==> src/common/seq_step_consts.svh <==
// Functional notes
// - Bit 15 enables or disables the step
// - Gain field: 00=1, 01=2, 10/11=4
// - Bits 12:5 read-only, always read zero
// - Negative select: 0 ground, 1 input seven
// - Positive codes 0-7 pick inputs zero-seven
// - Positive codes 1000 upward pick internal sources
// - Auto-negative codes ignore the negative select
// - Step twelve register at DCh, resets 000Ch
// - Step eleven register at DBh, resets 000Bh
`ifndef SEQ_STEP_CONSTS_SVH
`define SEQ_STEP_CONSTS_SVH

// Register addresses
`define STEP_ELEVEN_ADDR    8'hdb
`define STEP_TWELVE_ADDR    8'hdc

// Reset values
`define STEP_ELEVEN_RESET   16'h000b
`define STEP_TWELVE_RESET   16'h000c

// Writable bits: enable, gain, negative and positive select
`define CFG_WRITE_MASK      16'he01f

// Answer to an unmapped read
`define UNMAPPED_READ       16'h0000

// Gain field codes and factors
`define GAIN_CODE_ONE       2'h0
`define GAIN_CODE_TWO       2'h1
`define GAIN_FACTOR_ONE     3'h1
`define GAIN_FACTOR_TWO     3'h2
`define GAIN_FACTOR_FOUR    3'h4

// Positive select bit that marks internal sources
`define POS_INTERNAL_BIT    3

`endif

==> src/common/seq_step_pkg.sv <==
package seq_step_pkg;

  // One step configuration word
  typedef struct packed {
    logic       enable;     // Step enable
    logic [1:0] gain;       // Gain code
    logic [7:0] unused;     // Always zero
    logic       neg_select; // Negative input choice
    logic [3:0] pos_select; // Positive input choice
  } step_cfg_t;

  // Register access request
  typedef struct packed {
    logic [7:0]  addr;  // Register address
    logic [15:0] wdata; // Write data
    logic        wr;    // Write strobe
    logic        rd;    // Read strobe
  } reg_req_t;

  // Setting applied to the converter
  typedef struct packed {
    logic [2:0] gain_factor; // 1, 2 or 4
    logic       auto_neg;    // Negative input chosen internally
    logic       neg_select;  // Negative choice when not automatic
    logic [3:0] pos_select;  // Positive input code
  } conv_setting_t;

  // Sequencer states
  typedef enum logic [1:0] {
    SEQ_IDLE    = 2'b00,
    SEQ_PICK    = 2'b01,
    SEQ_CONVERT = 2'b10
  } seq_state_t;

endpackage

==> src/rtl/seq_b_step_ctrl.sv <==
`include "seq_step_consts.svh"

module seq_b_step_ctrl #(
  parameter int NUM_STEPS = 2
) (
  input  wire logic                   clk,
  input  wire logic                   resetn,
  input  wire logic                   ce,
  input  wire seq_step_pkg::reg_req_t req,
  output logic [15:0]                 rdata,
  output logic                        rd_valid,
  input  wire logic                   seq_start,
  input  wire logic                   conv_done,
  output logic                        conv_start,
  output seq_step_pkg::conv_setting_t conv_setting,
  output logic                        seq_busy,
  output logic                        seq_done
);
  import seq_step_pkg::*;

  localparam int IDX_W = (NUM_STEPS > 1) ? $clog2(NUM_STEPS) : 1;
  localparam logic [IDX_W-1:0] LAST_IDX = IDX_W'(NUM_STEPS - 1);

  ////////////////////////////////////////////////////////////////////////////
  // Reset release through two flip-flops
  logic       rst_meta_n; // First stage
  logic       rst_sync_n; // Reset used by the design
  always_ff @(posedge clk or negedge resetn)
  begin
    if (!resetn)
    begin
      rst_meta_n <= 1'b0;
      rst_sync_n <= 1'b0;
    end
    else
    begin
      rst_meta_n <= 1'b1;
      rst_sync_n <= rst_meta_n;
    end
  end

  ////////////////////////////////////////////////////////////////////////////
  // Decode helpers
  // Address hit for step number idx
  function automatic logic step_hit(input logic [7:0] addr, input int idx);
    step_hit = (addr == 8'(`STEP_ELEVEN_ADDR + idx));
  endfunction

  // Gain code to factor; both upper codes give four
  function automatic logic [2:0] gain_factor(input logic [1:0] code);
    case (code)
      `GAIN_CODE_ONE: gain_factor = `GAIN_FACTOR_ONE;
      `GAIN_CODE_TWO: gain_factor = `GAIN_FACTOR_TWO;
      default:        gain_factor = `GAIN_FACTOR_FOUR;
    endcase
  endfunction

  ////////////////////////////////////////////////////////////////////////////
  // Step registers, one per sequencer step
  step_cfg_t cfgs [NUM_STEPS]; // Stored step words
  genvar gi;
  generate
    for (gi = 0; gi < NUM_STEPS; gi++)
    begin : g_step
      step_config_reg #(
        .RESET_VALUE (16'(`STEP_ELEVEN_RESET + gi)),
        .REG_ADDR    (8'(`STEP_ELEVEN_ADDR + gi))
      ) u_reg (
        .clk   (clk),
        .rst_n (rst_sync_n),
        .ce    (ce),
        .req   (req),
        .cfg   (cfgs[gi])
      );
    end
  endgenerate

  ////////////////////////////////////////////////////////////////////////////
  // Read path, answered one cycle after the strobe
  logic [15:0] next_rdata;    // Next read data
  logic        next_rd_valid; // Next read valid

  // Select the addressed word; unmapped reads return zero
  always_comb
  begin
    next_rdata    = rdata;
    next_rd_valid = req.rd;
    if (req.rd)
    begin
      next_rdata = `UNMAPPED_READ;
      for (int i = 0; i < NUM_STEPS; i++)
      begin
        if (step_hit(req.addr, i))
        begin
          next_rdata = 16'(cfgs[i]) & `CFG_WRITE_MASK;
        end
      end
    end
  end

  // Read registers
  always_ff @(posedge clk or negedge rst_sync_n)
  begin
    if (!rst_sync_n)
    begin
      rdata    <= 16'h0000;
      rd_valid <= 1'b0;
    end
    else if (ce)
    begin
      rdata    <= next_rdata;
      rd_valid <= next_rd_valid;
    end
  end

  ////////////////////////////////////////////////////////////////////////////
  // Sequencer walking the steps in order
  seq_state_t    state;             // Current state
  seq_state_t    next_state;        // Next state
  logic [IDX_W-1:0] idx;            // Step being handled
  logic [IDX_W-1:0] next_idx;       // Next step
  logic          next_conv_start;   // Next conversion pulse
  conv_setting_t next_conv_setting; // Next applied setting
  logic          next_seq_done;     // Next end-of-pass pulse
  step_cfg_t     cur;               // Word of the current step

  assign cur      = cfgs[idx];
  assign seq_busy = (state != SEQ_IDLE);

  // Next state and outputs
  always_comb
  begin
    next_state        = state;
    next_idx          = idx;
    next_conv_start   = 1'b0;
    next_conv_setting = conv_setting;
    next_seq_done     = 1'b0;
    case (state)
      SEQ_IDLE:
      begin
        // Start a pass at the first step
        if (seq_start)
        begin
          next_idx   = '0;
          next_state = SEQ_PICK;
        end
      end
      SEQ_PICK:
      begin
        if (cur.enable)
        begin
          // Apply this step's gain and inputs
          next_conv_start              = 1'b1;
          next_conv_setting.gain_factor = gain_factor(cur.gain);
          next_conv_setting.pos_select  = cur.pos_select;
          next_conv_setting.auto_neg    = cur.pos_select[`POS_INTERNAL_BIT];
          // Negative choice only counts for external positive inputs
          next_conv_setting.neg_select  = cur.pos_select[`POS_INTERNAL_BIT] ? 1'b0
                                          : cur.neg_select;
          next_state = SEQ_CONVERT;
        end
        else if (idx == LAST_IDX)
        begin
          // Disabled last step ends the pass
          next_seq_done = 1'b1;
          next_state    = SEQ_IDLE;
        end
        else
        begin
          // Pass over a disabled step
          next_idx = idx + 1'b1;
        end
      end
      SEQ_CONVERT:
      begin
        // Wait for the converter, then move on
        if (conv_done)
        begin
          if (idx == LAST_IDX)
          begin
            next_seq_done = 1'b1;
            next_state    = SEQ_IDLE;
          end
          else
          begin
            next_idx   = idx + 1'b1;
            next_state = SEQ_PICK;
          end
        end
      end
      default:
      begin
        next_state = SEQ_IDLE;
      end
    endcase
  end

  // Sequencer registers
  always_ff @(posedge clk or negedge rst_sync_n)
  begin
    if (!rst_sync_n)
    begin
      state        <= SEQ_IDLE;
      idx          <= '0;
      conv_start   <= 1'b0;
      conv_setting <= '0;
      seq_done     <= 1'b0;
    end
    else if (ce)
    begin
      state        <= next_state;
      idx          <= next_idx;
      conv_start   <= next_conv_start;
      conv_setting <= next_conv_setting;
      seq_done     <= next_seq_done;
    end
  end
endmodule

==> src/rtl/step_config_reg.sv <==
`include "seq_step_consts.svh"

module step_config_reg #(
  parameter logic [15:0] RESET_VALUE = 16'h0000,
  parameter logic [7:0]  REG_ADDR    = 8'h00
) (
  input  wire logic                   clk,
  input  wire logic                   rst_n,
  input  wire logic                   ce,
  input  wire seq_step_pkg::reg_req_t req,
  output seq_step_pkg::step_cfg_t     cfg
);
  import seq_step_pkg::*;

  step_cfg_t next_cfg; // Value for the next edge

  ////////////////////////////////////////////////////////////////////////////
  // Write decode; reserved bits are never stored
  always_comb
  begin
    next_cfg = cfg;
    if (req.wr && (req.addr == REG_ADDR))
    begin
      next_cfg = step_cfg_t'(req.wdata & `CFG_WRITE_MASK);
    end
  end

  // Storage, reset to the step's own value
  always_ff @(posedge clk or negedge rst_n)
  begin
    if (!rst_n)
    begin
      cfg <= step_cfg_t'(RESET_VALUE);
    end
    else if (ce)
    begin
      cfg <= next_cfg;
    end
  end

endmodule

==> config.mk <==
export PLATFORM = sky130hd
export DESIGN_NAME = seq_b_step_ctrl
export DESIGN_NICKNAME = d
export VERILOG_FILES = /design/src/common/seq_step_pkg.sv /design/src/rtl/seq_b_step_ctrl.sv /design/src/rtl/step_config_reg.sv
export VERILOG_INCLUDE_DIRS = /design/src /design/src/common
export SDC_FILE = /design/constraint.sdc
export NUM_CORES = 1
export LEC_CHECK = 0
export BUFFER_PORTS_ARGS = -buffer_cell sky130_fd_sc_hd__buf_2
export CORE_UTILIZATION = 50
export DETAILED_ROUTE_END_ITERATION = 7
export PLACE_DENSITY = 0.84
export SETUP_SLACK_MARGIN = 0.4
export SKIP_LAST_GASP = 1
export SYNTH_ARGS = -nofsm -noshare
export SYNTH_HDL_FRONTEND = slang
export SYNTH_SLANG_ARGS = --single-unit
==> constraint.sdc <==
create_clock -name clk -period 1.35 [get_ports clk]
set_input_delay 0.135 -clock clk [delete_from_list [all_inputs] [get_ports clk]]
set_output_delay 0.135 -clock clk [all_outputs]
set_load 0.01 [all_outputs]
==> flow_results.org <==
** Status
- Outcome :: finished, violations left
- The checks that failed: setup timing.

** Routing
- DRC :: 0
- For this block, the via count after detailed routing is 1512.
- The first TritonRoute pass finished after 4 iterations.
- Number of vias per cell after detailed routing :: 5.31
- Average wire length per cell after detail routing :: 17.3 um
- The count of nets left with antenna violations once routing finished came out at 0.
- For this block, the initial DRC count from the detailed router was 123.
- Total wirelength of the detailed-routed design :: 4.93 mm

** Clock network
- TritonCTS built the clock tree.
- The later pin in the worst-skew pair is clocked with a latency of 300 ps.
- Maximum root-to-sink buffer count :: 2
- CTS built an H-tree with a depth of 2.
- CTS clk-pin slew, worst paths :: 80 ps
- Number of buffers added by the clock tree synthesis step :: 5
- Master cell of the clock root buffer :: sky130_fd_sc_hd__clkbuf_8
- For this design, the sink count on the clock tree is 40.

** Yosys
- The mapped netlist covers 1910 sq um.
- Most repeated cell in the gate-level netlist after synthesis :: sky130_fd_sc_hd__dfrtp_1
- Adder and majority gate portion of the synthesized area :: 3.28%
- Fraction of the yosys area taken by sequential cells :: 52.9%
- sky130_fd_sc_hd__dfrtp_1 takes more of the synthesized area than any other cell.
- Yosys printed 0 warnings.
- Mapped Avg Cell Area :: 12.3 sq um
- Ranking of synthesized cells by area :: sky130_fd_sc_hd__dfrtp_1 46%, sky130_fd_sc_hd__mux2_2 18%, sky130_fd_sc_hd__dfstp_2 6.9%
- The synthesized netlist devotes 0% of its cell area to XOR and XNOR gates.
- The share of synthesized area in the top cell type comes to 46.0%.
- Dominant synthesized flop cell :: sky130_fd_sc_hd__dfrtp_1
- FFs w/ async S/R, synth :: 100%
- In this run, synthesis inferred 0 flip-flops with an integrated enable.
- Synthesized-area fraction occupied by ao, oa, aoi and oai cells :: 8.01%
- Multiplexer cells account for 19.9% of the synthesized area.
- Post-synthesis simple-gate area fraction :: 9.39%
- Number of instances in the synthesized netlist :: 155
- Yosys reg bits :: 40
- Dominant combinational cell family by area after synthesis :: multiplexers
- Counting instances in the post-synthesis netlist gives the leading cell types as 35 x sky130_fd_sc_hd__dfrtp_1, 31 x sky130_fd_sc_hd__mux2_2, 13 x sky130_fd_sc_hd__nand2_1.
- Yosys cell types :: 27

** STA
- Headroom to the max-slew limit :: 59.1%
- Across all setup checks in the final design, the least slack found is -189 ps.
- Ratio of final minimum period to clock period :: 114%
- Setup repair after global routing missed its margin :: yes
- At the pin with the least slew margin, the transition time is 611 ps.
- Worst clock skew :: 8.76 ps
- Setup violations remaining at the end of the flow were counted as 12.
- Number of slew-limit violations in the final report :: 0
- Time the final worst path needs with I/O delays and setup :: 1540 ps
- The number of hold violations in the final report was 0.
- Fmax :: 650 MHz

** Power and ir drop
- Switching power share of the total :: 30.3%
- Net load switching power :: 947 uW
- Power density relative to cell area :: 1120 nW/um^2
- The internal portion of the total power is 2180 uW.
- Per report_power, the clock group accounts for 25.2% of the total.
- Proportion of power drawn by combinational gates :: 31.9%
- Total power of the final layout :: 3120 uW
- In this run the static leakage power is 0.00140 uW.
- Of the total power, registers draw 42.8%.
- VDD sags by at most 0.822 mV.

** Die
- For this design the top-level I/O count stands at 60.
- X dimension of the die :: 63.7 um
- Vert. Die Dim :: 63.7 um
- The initialized floorplan defines 22 standard-cell rows.
- Initial cell density of the core :: 52.1%
- Full die area :: 4060 sq um
- The total area inside the core boundary comes to 3660 sq um.

** Finish
- Final Net Count :: 272
- Area taken by flip-flops and latches :: 1010 sq um
- Cells with a size suffix above 1 make up 63.7% of the layout.
- Area Overhead vs Synth :: 46.2%
- Counting the fill cells in the layout gives 219.
- Utilization after layout :: 76.1%
- Number of antenna diodes :: 0
- Multi-input gate area :: 1020 sq um
- After routing the design area is 2790 sq um.

** GRT
- Vias in the first global route :: 1584
- The initial antenna violation count was 0.
- Remaining Overflow, GRT :: 0
- Entering global routing, the biggest net connects 28 pins.
- Global routing used 25.9% of the available tracks across all layers.
- Global-route wire length before repair :: 7.77 mm

** Placement
- Half-perimeter wire length after placement :: 3.08 mm
- The congestion estimate from routability-driven global placement came to 0.811.
- Once placement finished, the instance area stood at 2370 sq um.
- Pre-CTS WS :: -284 ps
- Port buffering added 43 buffers.

** Setup path
- For the worst setup path, the data required time is 1520 ps.
- The worst setup path is captured at a flip-flop.
- Max FO, Critical Path :: 5
- STA classifies the critical path startpoint as a flip-flop.
- Crit path arrival time :: 1710 ps
- Startpoint-to-endpoint class of the critical path :: flip-flop to flip-flop

** Worst hold path
- Type of the most critical hold path :: input port to flip-flop

** Run
- Max-cap check violation count :: 0
-- repair_timing --
action,in CTS,in global routing
pin swaps,4,11
hold buffers,1,0
setup endpoints to repair,44,58
hold endpoints to repair,2,0
resized for setup,28,17
buffers inserted,12,5
-- flip-flops by register name (all words and copies together) (netlist names) --
register and flops:
state 2, conv_setting 8, conv_start 1, idx 1, rst_sync_n 1, rdata 8, seq_done 1, rst_meta_n 1
g_step.u_reg.cfg 16, rd_valid 1
-- power by group through the flow --
| stage | clock network (uW) | logic, uW | registers [uW] |
|---|---|---|---|
| floorplan | 0 | 403 | 1370 |
| global placement | 0 | 639 | 1350 |
| detailed placement | 0 | 659 | 1350 |
| CTS | 798 | 852 | 1330 |
| global route | 847 | 1060 | 1350 |
| finish | 789 | 997 | 1340 |
-- metrics by stage --
step           cells  TNS [ps]  hold WS, ps
3_5_place_dp     259     -5610        -78.1
4_1_cts          280     -1760         75.4
5_1_grt          285     -2510         73.6
3_3_place_gp     259     -4500        -78.3
6_report         285     -1880         88.2
2_1_floorplan    162     -1890         -161
-- cell type report --
| cell class | count | share of cell area (%) |
|---|---|---|
| Clock buffer | 6 | 2.60 |
| Clock inverter | 2 | 0.449 |
| Inverter | 10 | 1.53 |
| Multi-Input combinational cell | 100 | 36.7 |
| Sequential cell | 40 | 36.2 |
| Tap cell | 48 | 2.16 |
| Timing Repair Buffer | 79 | 20.3 |
-- worst paths after layout --
path	startpoint	to	slack [ps]	depth (start not counted)
min reg2reg	rst_sync_n$_DFF_PN0_	rdata[2]$_DFFE_PN0P_	150	0
min	req[4]	g_step[1].u_reg.cfg[2]$_DFFE_PN1P_	90	2
max reg2reg	state[1]$_DFFE_PN0P_	state[1]$_DFFE_PN0P_	-190	7
max in group asynchronous	rst_sync_n$_DFF_PN0_	g_step[1].u_reg.cfg[2]$_DFFE_PN1P_	700	1
min in group asynchronous	rst_sync_n$_DFF_PN0_	rdata[2]$_DFFE_PN0P_	150	0
max	state[1]$_DFFE_PN0P_	state[1]$_DFFE_PN0P_	-190	7
-- critical path: stages (launching register included) --
cell and delay [ps]:
sky130_fd_sc_hd__dfrtp_2 420, sky130_fd_sc_hd__inv_2 70, sky130_fd_sc_hd__ha_4 160, sky130_fd_sc_hd__inv_4 50
sky130_fd_sc_hd__a2bb2oi_2 150, sky130_fd_sc_hd__buf_4 140, sky130_fd_sc_hd__o311ai_4 110, sky130_fd_sc_hd__mux2_4 330
-- per-layer routing --
layer	wire, um	GRT usage [%]	share of wire, %	vias to the layer above
met4	119	9.94	2.4	0
met1	2110	33.3	43	752
met3	198	6.61	4.0	15
met2	2500	42.0	51	58
met5	0	0	0	-
li1	-	-	-	687
-- cell families after synthesis --
kind of cell             count (synthesis)
flip-flops                              40
AO/OA/AOI/OAI                           24
multiplexers                            34
adder cells (fa/ha/maj)                  5
AND/OR/NAND/NOR                         28
other                                    2
buffers and inverters                   22
-- layout by cell type, fill, tap and decap left out, types with 3 or more instances in the layout --
cell / synthesis / layout
sky130_fd_sc_hd__a22oi_1: 8 / 8
sky130_fd_sc_hd__buf_2: 1 / 38
sky130_fd_sc_hd__buf_4: 9 / 25
sky130_fd_sc_hd__buf_6: 0 / 14
sky130_fd_sc_hd__clkbuf_8: 0 / 5
sky130_fd_sc_hd__conb_1: 2 / 9
sky130_fd_sc_hd__dfrtp_1: 35 / 33
sky130_fd_sc_hd__dfstp_2: 5 / 5
sky130_fd_sc_hd__ha_2: 0 / 3
sky130_fd_sc_hd__inv_1: 10 / 6
sky130_fd_sc_hd__mux2_2: 31 / 12
sky130_fd_sc_hd__mux2_4: 0 / 19
sky130_fd_sc_hd__nand2_1: 13 / 11
sky130_fd_sc_hd__nor2_1: 4 / 3
sky130_fd_sc_hd__o21ai_2: 0 / 8
Power figures use the tool's default switching activity.
